$ cat config.mk
export PLATFORM = sky130hd
export DESIGN_NAME = spm_port_iface
export DESIGN_NICKNAME = d
export VERILOG_FILES = /design/src/hdl/spm_pkg.sv /design/src/hdl/spm_port_iface.sv
export SDC_FILE = /design/constraint.sdc
export NUM_CORES = 1
export LEC_CHECK = 0
export BUFFER_PORTS_ARGS = -buffer_cell sky130_fd_sc_hd__buf_2
export CAP_MARGIN = 20
export CORE_MARGIN = 1
export CORE_UTILIZATION = 50
export CTS_CLUSTER_DIAMETER = 150
export DETAILED_ROUTE_END_ITERATION = 8
export PLACE_DENSITY = 0.77
export SLEW_MARGIN = 20
export SYNTH_ARGS = -nofsm -noshare
export SYNTH_HDL_FRONTEND = slang
export SYNTH_SLANG_ARGS = --single-unit
$ cat constraint.sdc
create_clock -name clk -period 5.6 [get_ports clk]
set_input_delay 0 -clock clk [delete_from_list [all_inputs] [get_ports clk]]
set_output_delay 0 -clock clk [all_outputs]
set_load 0.1 [all_outputs]
$ cat src/hdl/spm_pkg.sv
// Package for the switch-port MII/RMII interface block.
// Assumes one 25 MHz system clock and an APB master for the control registers.
package spm_pkg;

  // Port indices: the third and the fourth switch port
  localparam int NPORT = 2;
  localparam int THIRD = 0;
  localparam int FOURTH = 1;

  // Bus geometry
  localparam int ADDR_W = 12;
  localparam int DATA_W = 32;

  // Register indices; byte address is four times the index
  localparam logic [ADDR_W-1:0] IDX_CTRL = 12'h000;
  localparam logic [ADDR_W-1:0] IDX_STATUS = 12'h001;
  localparam logic [ADDR_W-1:0] IDX_REFCLK = 12'h057;

  // Control register fields
  localparam int CTRL_MAC_LSB = 0;
  localparam int CTRL_HALF_LSB = 2;
  localparam int CTRL_SLOW_LSB = 4;
  localparam int CTRL_W = 6;
  localparam logic [CTRL_W-1:0] CTRL_RST = 6'h00;
  localparam int REFCLK_DIS_BIT = 3;

  // Status register fields
  localparam int ST_RMII_LSB = 0;
  localparam int ST_NORMAL_BIT = 2;
  localparam int ST_READY_BIT = 3;
  localparam int ST_COL_LSB = 4;
  localparam int ST_CRS_LSB = 6;

  // Timing
  localparam int CLK_MHZ = 25;
  localparam int REF_MHZ = 50;
  localparam int REF_HALF_CYC = (CLK_MHZ * 2 / REF_MHZ) < 1 ? 1 : (CLK_MHZ * 2 / REF_MHZ);
  localparam logic [3:0] SLOW_REPEAT = 4'hA;
  localparam logic [1:0] STRAP_WAIT = 2'h3;

  // Widths of the nibble and the dibit
  localparam int MII_W = 4;
  localparam int RMII_W = 2;
  localparam int SYNC_W = 9;

  // Pins into one port
  typedef struct packed {
    logic tx_clock_pin_i;
    logic rx_clock_pin_i;
    logic tx_enable_in;
    logic [MII_W-1:0] tx_data_in;
    logic collision_i;
    logic carrier_sense_i;
  } spm_pin_in_t;

  // Pins out of one port
  typedef struct packed {
    logic rx_clock_pin_o;
    logic rx_clock_pin_oe;
    logic tx_clock_pin_o;
    logic tx_clock_pin_oe;
    logic rx_valid_out;
    logic [MII_W-1:0] rx_data_out;
    logic collision_o;
    logic collision_oe;
    logic carrier_sense_o;
    logic carrier_sense_oe;
  } spm_pin_out_t;

  // Fabric side of one port
  typedef struct packed {
    logic eg_ready;
    logic in_valid;
    logic [MII_W-1:0] in_data;
    logic in_carrier;
  } spm_fab_out_t;

endpackage : spm_pkg

$ cat src/hdl/spm_port_iface.sv
// Switch-port MII/RMII pin logic for the third and fourth MAC, with APB registers.
// Assumes clk at 25 MHz; all pin inputs are asynchronous and pass two flip-flops;
// the fabric side runs on clk; two-way pins are split into input, output and enable.
//
// Function
// - MII moves four bits per link clock, no line coding.
// - Half-duplex MII drives collision while transmitting and receiving together.
// - No receive-error or transmit-error signal exists on either mode.
// - RMII runs at 10 and 100 megabit per second.
// - All RMII transfers time from one shared 50 MHz reference; the internal divider gives clk/2, 12.5 MHz.
// - Internal mode drives reference on receive-clock pin, looped back externally.
// - External mode accepts reference only on fourth port transmit-clock pin.
// - RMII transmit and receive use separate two-bit paths.
// - Fourth-port strap low selects RMII after reset, else MII.
// - Third-port strap low selects RMII after reset, else MII.
// - RMII PHY mode drives carrier/valid and receive bits, takes transmit pins.
// - RMII MAC mode crosses pins toward an external PHY.
// - Fourth port sources reference from receive-clock pin, looped to transmit-clock.
// - Clock-source strap low selects normal mode with external reference.
// - Normal mode takes the whole clock source from fourth transmit-clock pin; receive-clock pins and MII PHY timing still use the internal divider.
// - Third port sources reference, never accepts external one in normal mode; the code times its RMII transfers from the fourth transmit-clock pin there.
// - Clock-source strap defaults high: clock mode from crystal.
// - Clock mode outputs reference on every RMII receive-clock pin.
// - A register bit disables the fourth port reference output.
// - Transmit side carries valid; receive side marks valid error-free data.
// - MII MAC mode crosses pins toward an external PHY.
//
// The APB register port and the register addresses were decided locally.
`timescale 1ns/1ps
module spm_port_iface
  import spm_pkg::*;
(
  input wire logic clk,
  input wire logic rst,
  // APB slave
  input wire logic psel,
  input wire logic penable,
  input wire logic pwrite,
  input wire logic [ADDR_W-1:0] paddr,
  input wire logic [DATA_W-1:0] pwdata,
  output logic [DATA_W-1:0] prdata,
  output logic pready,
  output logic pslverr,
  // Straps, sampled after reset release
  input wire logic fourth_port_iface_strap,
  input wire logic third_port_iface_strap,
  input wire logic clock_source_strap,
  // Pins
  input wire spm_pin_in_t [NPORT-1:0] pin_in,
  output spm_pin_out_t [NPORT-1:0] pin_out,
  // Fabric side
  input wire logic [NPORT-1:0] eg_valid,
  input wire logic [NPORT-1:0][MII_W-1:0] eg_data,
  output spm_fab_out_t [NPORT-1:0] fab_out
);

  // Per-port state
  typedef struct packed {
    spm_pin_in_t s1; // Pin synchroniser, stage one
    spm_pin_in_t s2; // Stage two, the only stage logic reads
    logic tx_clk_q;
    logic rx_clk_q;
    logic [3:0] samp_cnt;
    logic [3:0] drv_cnt;
    spm_pin_out_t po;
    spm_fab_out_t fo;
  } spm_port_st_t;

  // Whole module state
  typedef struct packed {
    logic [2:0] strap_s1;
    logic [2:0] strap_s2;
    logic [1:0] strap_wait;
    logic straps_ready;
    logic [NPORT-1:0] rmii_sel;
    logic normal_mode;
    logic [CTRL_W-1:0] ctrl;
    logic refclk_dis;
    logic [7:0] div_cnt;
    logic ref_clk;
    logic [DATA_W-1:0] prdata;
    logic pready;
    logic pslverr;
    spm_port_st_t [NPORT-1:0] port;
  } spm_state_t;

  spm_state_t st_r;
  spm_state_t st_nxt;

  // Decode helpers
  logic [ADDR_W-1:0] reg_idx;
  logic addr_ok;
  assign reg_idx = {2'h0, paddr[ADDR_W-1:2]};
  assign addr_ok = (paddr[1:0] == 2'h0) &&
                   (reg_idx == IDX_CTRL || reg_idx == IDX_STATUS || reg_idx == IDX_REFCLK);

  // Next-state logic for everything
  always_comb
  begin
    logic div_tog;
    logic div_rise;
    logic div_fall;
    logic rmii;
    logic mac;
    logic half;
    logic slow;
    logic mii_phy;
    logic txp_rise;
    logic rxp_fall;
    logic ref_rise;
    logic ref_fall;
    logic samp_edge;
    logic drv_edge;
    logic samp;
    logic drv;
    logic tx_en_s;
    logic [MII_W-1:0] txd_s;
    logic [DATA_W-1:0] rd;
    div_tog = 1'b0;
    div_rise = 1'b0;
    div_fall = 1'b0;
    rmii = 1'b0;
    mac = 1'b0;
    half = 1'b0;
    slow = 1'b0;
    mii_phy = 1'b0;
    txp_rise = 1'b0;
    rxp_fall = 1'b0;
    ref_rise = 1'b0;
    ref_fall = 1'b0;
    samp_edge = 1'b0;
    drv_edge = 1'b0;
    samp = 1'b0;
    drv = 1'b0;
    tx_en_s = 1'b0;
    txd_s = '0;
    rd = '0;
    st_nxt = st_r;

    // Strap capture: two flip-flops, then latch once after reset
    st_nxt.strap_s1 = {clock_source_strap, fourth_port_iface_strap, third_port_iface_strap};
    st_nxt.strap_s2 = st_r.strap_s1;
    if (!st_r.straps_ready)
    begin
      if (st_r.strap_wait != 2'h0)
      begin
        st_nxt.strap_wait = st_r.strap_wait - 2'h1;
      end
      else
      begin
        st_nxt.straps_ready = 1'b1;
        st_nxt.rmii_sel[THIRD] = ~st_r.strap_s2[0];
        st_nxt.rmii_sel[FOURTH] = ~st_r.strap_s2[1];
        // clock-source strap low means normal mode
        st_nxt.normal_mode = ~st_r.strap_s2[2];
      end
    end

    // Reference divider standing in for the crystal-derived clock
    div_tog = (st_r.div_cnt == 8'(REF_HALF_CYC - 1));
    st_nxt.div_cnt = div_tog ? 8'h00 : st_r.div_cnt + 8'h01;
    st_nxt.ref_clk = div_tog ? ~st_r.ref_clk : st_r.ref_clk;
    div_rise = div_tog & ~st_r.ref_clk;
    div_fall = div_tog & st_r.ref_clk;

    // APB: ready one cycle after setup, so every access takes two cycles
    st_nxt.pready = psel & ~penable & ~st_r.pready;
    if (psel && !penable)
    begin
      st_nxt.pslverr = ~addr_ok;
      rd = '0;
      if (reg_idx == IDX_CTRL)
      begin
        rd[CTRL_W-1:0] = st_r.ctrl;
      end
      else if (reg_idx == IDX_REFCLK)
      begin
        rd[REFCLK_DIS_BIT] = st_r.refclk_dis;
      end
      else if (reg_idx == IDX_STATUS)
      begin
        rd[ST_RMII_LSB +: NPORT] = st_r.rmii_sel;
        rd[ST_NORMAL_BIT] = st_r.normal_mode;
        rd[ST_READY_BIT] = st_r.straps_ready;
        for (int p = 0; p < NPORT; p++)
        begin
          rd[ST_COL_LSB + p] = st_r.port[p].s2.collision_i;
          rd[ST_CRS_LSB + p] = st_r.port[p].s2.carrier_sense_i;
        end
      end
      st_nxt.prdata = addr_ok ? rd : '0;
    end
    if (psel && penable && st_r.pready && pwrite && addr_ok)
    begin
      if (reg_idx == IDX_CTRL)
      begin
        st_nxt.ctrl = pwdata[CTRL_W-1:0];
      end
      if (reg_idx == IDX_REFCLK)
      begin
        st_nxt.refclk_dis = pwdata[REFCLK_DIS_BIT];
      end
    end

    // Per-port pin logic
    for (int p = 0; p < NPORT; p++)
    begin
      rmii = st_r.rmii_sel[p];
      mac = st_r.ctrl[CTRL_MAC_LSB + p];
      half = st_r.ctrl[CTRL_HALF_LSB + p];
      slow = st_r.ctrl[CTRL_SLOW_LSB + p];
      mii_phy = ~rmii & ~mac;

      // Input synchronisers; only stage two is read below
      st_nxt.port[p].s1 = pin_in[p];
      st_nxt.port[p].s2 = st_r.port[p].s1;
      st_nxt.port[p].tx_clk_q = st_r.port[p].s2.tx_clock_pin_i;
      st_nxt.port[p].rx_clk_q = st_r.port[p].s2.rx_clock_pin_i;
      tx_en_s = st_r.port[p].s2.tx_enable_in;
      txd_s = st_r.port[p].s2.tx_data_in;
      txp_rise = st_r.port[p].s2.tx_clock_pin_i & ~st_r.port[p].tx_clk_q;
      rxp_fall = ~st_r.port[p].s2.rx_clock_pin_i & st_r.port[p].rx_clk_q;

      // in normal mode both ports time RMII transfers from the fourth pin
      if (p == THIRD && st_r.normal_mode)
      begin
        ref_rise = st_r.port[FOURTH].s2.tx_clock_pin_i & ~st_r.port[FOURTH].tx_clk_q;
        ref_fall = ~st_r.port[FOURTH].s2.tx_clock_pin_i & st_r.port[FOURTH].tx_clk_q;
      end
      else
      begin
        ref_rise = txp_rise;
        ref_fall = ~st_r.port[p].s2.tx_clock_pin_i & st_r.port[p].tx_clk_q;
      end

      // MII MAC mode samples on the transmit-clock pin rise, drives on the receive-clock pin fall
      samp_edge = mii_phy ? div_rise : (rmii ? ref_rise : txp_rise);
      drv_edge = mii_phy ? div_fall : (rmii ? ref_fall : rxp_fall);

      // at 10 Mbit/s each dibit stands for ten reference cycles
      samp = samp_edge;
      drv = drv_edge;
      if (rmii && slow)
      begin
        samp = samp_edge && (st_r.port[p].samp_cnt == 4'h0);
        drv = drv_edge && (st_r.port[p].drv_cnt == 4'h0);
        if (samp_edge)
        begin
          st_nxt.port[p].samp_cnt = (st_r.port[p].samp_cnt == SLOW_REPEAT - 4'h1) ?
                                    4'h0 : st_r.port[p].samp_cnt + 4'h1;
        end
        if (drv_edge)
        begin
          st_nxt.port[p].drv_cnt = (st_r.port[p].drv_cnt == SLOW_REPEAT - 4'h1) ?
                                   4'h0 : st_r.port[p].drv_cnt + 4'h1;
        end
      end
      else
      begin
        st_nxt.port[p].samp_cnt = 4'h0;
        st_nxt.port[p].drv_cnt = 4'h0;
      end

      // inbound nibble or dibit from the transmit-side pins
      st_nxt.port[p].fo.in_valid = samp & tx_en_s;
      if (samp)
      begin
        st_nxt.port[p].fo.in_carrier = tx_en_s;
        st_nxt.port[p].fo.in_data = rmii ? {2'h0, txd_s[RMII_W-1:0]} : txd_s;
      end

      // no error bit travels either way; the pin structs carry none
      // valid only with real egress data; no error path exists
      st_nxt.port[p].fo.eg_ready = drv & eg_valid[p];
      if (drv)
      begin
        st_nxt.port[p].po.rx_valid_out = eg_valid[p];
        st_nxt.port[p].po.rx_data_out = !eg_valid[p] ? '0 :
                                        (rmii ? {2'h0, eg_data[p][RMII_W-1:0]} : eg_data[p]);
      end

      // collision and carrier driven only in MII PHY mode
      st_nxt.port[p].po.collision_oe = mii_phy;
      st_nxt.port[p].po.carrier_sense_oe = mii_phy;
      st_nxt.port[p].po.collision_o = mii_phy & half & st_r.port[p].po.rx_valid_out & tx_en_s;
      st_nxt.port[p].po.carrier_sense_o = mii_phy & (st_r.port[p].po.rx_valid_out | tx_en_s);

      // reference out of the receive-clock pin
      st_nxt.port[p].po.rx_clock_pin_oe = rmii | ~mac;
      st_nxt.port[p].po.rx_clock_pin_o =
        (p == FOURTH && st_r.refclk_dis && rmii) ? 1'b0 : st_nxt.ref_clk;
      // MII PHY mode drives the transmit clock; otherwise the pin is an input
      st_nxt.port[p].po.tx_clock_pin_oe = mii_phy;
      st_nxt.port[p].po.tx_clock_pin_o = mii_phy & st_nxt.ref_clk;
    end
  end

  // One register for the whole state
  always_ff @(posedge clk)
  begin
    if (rst)
    begin
      st_r <= '0;
      st_r.strap_wait <= STRAP_WAIT;
      st_r.ctrl <= CTRL_RST;
    end
    else
    begin
      st_r <= st_nxt;
    end
  end

  // Outputs straight from the state register
  assign prdata = st_r.prdata;
  assign pready = st_r.pready;
  assign pslverr = st_r.pslverr;
  assign pin_out = {st_r.port[FOURTH].po, st_r.port[THIRD].po};
  assign fab_out = {st_r.port[FOURTH].fo, st_r.port[THIRD].fo};
endmodule : spm_port_iface

### After elaboration in Yosys (flattened, before gate mapping)

Cells that the tools add are included.

| storage, ports and cells | value |
|---|---|
| bits of input ports | 80 |
| output and inout port bits | 74 |
| word-level logic and storage cells | 196 |
| register bits after elaboration | 153 |

| operators by class | value |
|---|---|
| add/subtract/negate cells | 6 |
| equality and inequality tests | 6 |
| reduce and logical (&&, ||, !) cells | 32 |
| mux-type cells | 33 |
| bitwise operators | 51 |

Operators by type and width:

| kind | count |
|---|---|
| 4-bit two-way mux | 13 |
| 1-bit AND | 26 |
| 1-bit NOT | 21 |
| 4-bit by 1-bit adder with 4-bit output (second input constant) | 4 |
| 4-bit == test (second input constant) | 4 |
| 4-bit zero test | 4 |
| 8-bit two-way mux | 2 |
| 1-bit two-way mux | 15 |
| 1-bit logical AND | 13 |
| 12-bit zero test | 1 |
| 10-bit by 1-bit == test with 1-bit output (second input constant) | 1 |
| 10-bit by 7-bit == test with 1-bit output (second input constant) | 1 |
| 8-bit by 1-bit adder with 8-bit output (second input constant) | 1 |
| 8-bit zero test | 1 |
| 2-bit AND reduction | 4 |
| 2-bit OR reduction | 4 |
| 6-bit two-way mux | 1 |
| 1-bit bitwise OR | 4 |
| 3-bit two-way mux | 1 |
| 2-bit zero test | 1 |
| 1-bit logical OR | 2 |
| 2-bit two-way mux | 1 |
| 2-bit nonzero test | 1 |
| 2-bit by 1-bit subtractor with 2-bit output (second input constant) | 1 |
| 1-bit zero test | 1 |

### Depth between registers and ports, before layout

| logic depth | value |
|---|---|
| depth after elaboration | 8 |
| mapped depth | 10 |
| gate-level depth less buffers | 9 |

### Worst setup path before layout

No wires, ideal clock.

| timing | value |
|---|---|
| path kind | reg-to-reg |
| start point | register st_r[131] in the netlist's numbering |
| end point | register st_r[69] in the netlist's numbering |
| required time | 5,530 ps |
| stages on the path, launching flop included | 11 |
| arrival | 2,420 ps |
| slack | 3,110 ps |
| setup time | 70 ps |
| buffers on the path | 1 |
| period minus slack after synthesis | 2,490 ps |
| cells stage by stage | dfxtp_1 > inv_1 > ha_1 > or4b_1 > nor4_1 > ha_1 > nor2b_1 > nor3_2 > buf_6 > or4_1 > a21oi_1 |

| on the way | value |
|---|---|
| word-level cells in the longest chain between the ends | 3 |

Ends and longest elaborated chain:

| element | RTL line | source |
|---|---|---|
| from (decl) | spm_port_iface.sv:87 | `spm_state_t st_r;` |
| from (signal assigned) | spm_port_iface.sv:309 | `st_r <= st_nxt;` |
| 8-bit zero test | spm_port_iface.sv:160 | `div_tog = (st_r.div_cnt == 8'(REF_HALF_CYC - 1));` |
| 1-bit AND | spm_port_iface.sv:164 | `div_fall = div_tog & st_r.ref_clk;` |
| 1-bit two-way mux | spm_port_iface.sv:238 | `drv_edge = mii_phy ? div_fall : (rmii ? ref_fall : rxp_fall);` |

No other way between the ends.
A chain may end at the register's enable or synchronous reset.

### Final worst setup path

| timing | value |
|---|---|
| start point | register st_r[131] in the netlist's numbering |
| end point | register st_r, in the netlist pin_out[6] |

| on the way | value |
|---|---|
| word-level cells in the longest chain between the ends | 5 |

Ends and longest elaborated chain:

| element | RTL line | source |
|---|---|---|
| 8-bit zero test * | spm_port_iface.sv:160 |  |
| 1-bit AND * | spm_port_iface.sv:164 |  |
| 1-bit two-way mux * | spm_port_iface.sv:238 |  |
| 1-bit logical AND | spm_port_iface.sv:246 | `drv = drv_edge && (st_r.port[p].drv_cnt == 4'h0);` |
| 1-bit two-way mux * | spm_port_iface.sv:243 | `if (rmii && slow)` |

Every way passes the cells marked *; elsewhere a longest branch is shown, timed or not.

==> results_dict.tcl <==
set metrics [dict create \
    slew_headroom_pct 39.1 \
    ys_warn_count 0 \
    numPortBuffers 103 \
    dp_hpwl_microns 7910 \
    antenna_found_initial 0 \
    holdWs_ns 0.0462 \
    ant_nets 0 \
    core_sq_um 10500 \
    final_layout_size_suffix_gt1_share_pct 20.4 \
    die_h_microns 107 \
    numCtsBuffers 17 \
    drv_cap 0 \
    rsz0062_at_grt "no" \
    drt_drc_violations_left 0 \
    synth_common_cells "dfxtp_1, buf_4, nor2b_1" \
    synth_ff_type "dfxtp_1" \
    grt_usage_pct 22.5 \
    power_density_nw_per_um2 372 \
    async_flop_share_pct 0 \
    hold_depth 5 \
    vdd_ir_drop_max_uv 221 \
    hold_path_class "in -> reg" \
    total_leakage_power_nw 2.81 \
    grt_max_degree 54 \
    rr_worst_depth 10 \
    final_cells 848 \
    critPathKind "reg -> reg" \
    critical_path_required_ns 6.05 \
    start_util_pct 52.4 \
    synth_area_leaders "dfxtp_1, buf_4, nor2b_1, a21oi_1, nand3_1" \
    n_antenna_cell 0 \
    ys_seq_elements 129 \
    nets 784 \
    finalSetupTns_ns 0 \
    ios 154 \
    multi_input_area_sq_um 2270 \
    yosysMostFrequentCell "dfxtp_1" \
    crit_fanout 6 \
    synth_edf_count 0 \
    gp_congestion 0.864 \
    cts-root-buf "clkbuf_8" \
    cts_max_level 4 \
    vias 4492 \
    finalCriticalPeriod_ns 3.21 \
    hold_violations 0 \
    finalMaxSlewViolations 0 \
    synth_top_area_share_pct 47.1 \
    viasPerCell 5.30 \
    setup_violations 0 \
    fillers 826 \
    dp_cells 761 \
    clock-sinks 129 \
    syn-cell-area_sq_um 5480 \
    wire_per_inst_microns 14.9 \
    syn_inst 593 \
    first_pass_iters 6 \
    drtIter0Drc 313 \
    period_share_pct 57.4 \
    worstSetupStartpointType "flop" \
    grt_pass1_vias 4214 \
    seqCellArea_sq_um 2580 \
    dieWidth_microns 107 \
    insertion_delay_ns 0.51 \
    hold_buffers 55 \
    dieArea_sq_um 11400 \
    clk_pin_slew_ns 0.06 \
    rows 37 \
    critPathArrivalTime_ns 3.66 \
    cts_tree "yes" \
    cts-resized-gates 0 \
    ys_seq_area_share_pct 47.1 \
    yosysTopAreaCell "dfxtp_1" \
    cts_setup_buffers 0 \
    fin_skew_ns 0.00845 \
    worstMarginPinSlew_ns 0.913 \
    clockBufferDepth 2 \
    syn_avg_cell_area_sq_um 9.25 \
    synth_cell_types 58 \
    fmax_ghz 0.311 \
    grt_pass1_wl_microns 19900 \
    routed_wl_microns 12600 \
    end_kind "flop" \
    grt-ovfl-total 0 \
    area_delta_synth_final_pct 22.7 \
    status "complete, no violations" \
]
area by class of cell:
type	count	share of cell area [%]
Sequential cell	129	38.4
Multi-Input combinational cell	375	33.8
Timing Repair Buffer	159	15.9
Clock buffer	19	6.41
Tap cell	136	2.53
Clock inverter	13	2.04
Inverter	17	0.948
cells in the final DEF (no fill, tap or decap), types with 4 or more instances in the layout:
cell           instances
or4_1                  8
ha_1                   5
o311ai_0               6
buf_2                103
and3_1                 8
nor4_1                 7
a211oi_1               6
nor3_1                 9
clkinvlp_4             6
conb_1                24
o21ai_0               25
and4_1                 4
nor2_1                31
dfxtp_1              129
nand2b_1               7
a21oi_1               40
o31ai_1               10
dlygate4sd3_1         55
o211ai_1               4
inv_1                 17
nand4_1                8
xor2_1                 5
nor2b_1               56
nand2_1               27
nand3_1               30
mux2i_1                9
clkbuf_16             16
registers in the layout, indices dropped and copies added, names as in the netlist:
register / count
pready: 1
pin_out: 22
st_nxt: 25
fab_out: 14
st_r: 58
prdata: 8
pslverr: 1
worst paths after layout:
kind                                start          to  slack, ns
worst max-delay path            st_r[131]  pin_out[6]       2.39
worst min-delay path               pwrite   st_r[143]       0.05
worst max register to register  st_r[131]  pin_out[6]       2.39
worst min register to register  st_r[152]   st_r[147]       0.41
report_power, final:
group | switching, W | internal [W] | leakage, nW
registers | 0.0000325 | 0.000964 | 1.05
logic | 0.000358 | 0.000110 | 1.50
clock network | 0.000397 | 0.000643 | 0.262
total | 0.000788 | 0.00172 | 2.81
kinds of logic after synthesis:
family,count (synthesis),share of synthesized area (%)
other,1,0.0684
and+or+nand+nor,217,22.5
adders and majority gates,5,1.14
muxes,11,2.05
buffers and inverters,112,13.1
xor gates and xnor gates,8,1.28
DFF,129,47.1
AOI/OAI and AO/OA,110,12.8
per-layer routing:
metal | share of wire (%) | GRT usage (%)
met3 | 6.9 | 5.47
met1 | 43 | 26.4
met2 | 48 | 38.1
met5 | 0 | 0
met4 | 2.6 | 11.4
metrics by stage:
| step | power [W] | setup WS (ns) | utilization [%] | cell area [sq um] |
|---|---|---|---|---|
| 2_1_floorplan | 0.00142 | 3.11 | - | 5570 |
| 3_3_place_gp | 0.00144 | 2.90 | 53.6 | 5610 |
| 3_5_place_dp | 0.00145 | 2.78 | 53.6 | 5610 |
| 4_1_cts | 0.00251 | 2.41 | 64.3 | 6730 |
| 5_1_grt | 0.00259 | 2.22 | 64.3 | 6730 |
| 6_report | 0.00251 | 2.39 | 64.3 | 6730 |
critical path, cell delays in order (launching register included):
cell	delay [ns]
dfxtp_1	0.35
inv_1	0.07
ha_1	0.14
or4b_1	0.46
nor4_1	0.47
ha_1	0.32
nand2b_1	0.10
a21oi_1	0.38
nand4_1	0.15
dlygate4sd3_1	0.58
a21oi_1	0.13
No activity file was read; power rests on OpenSTA's default activity.
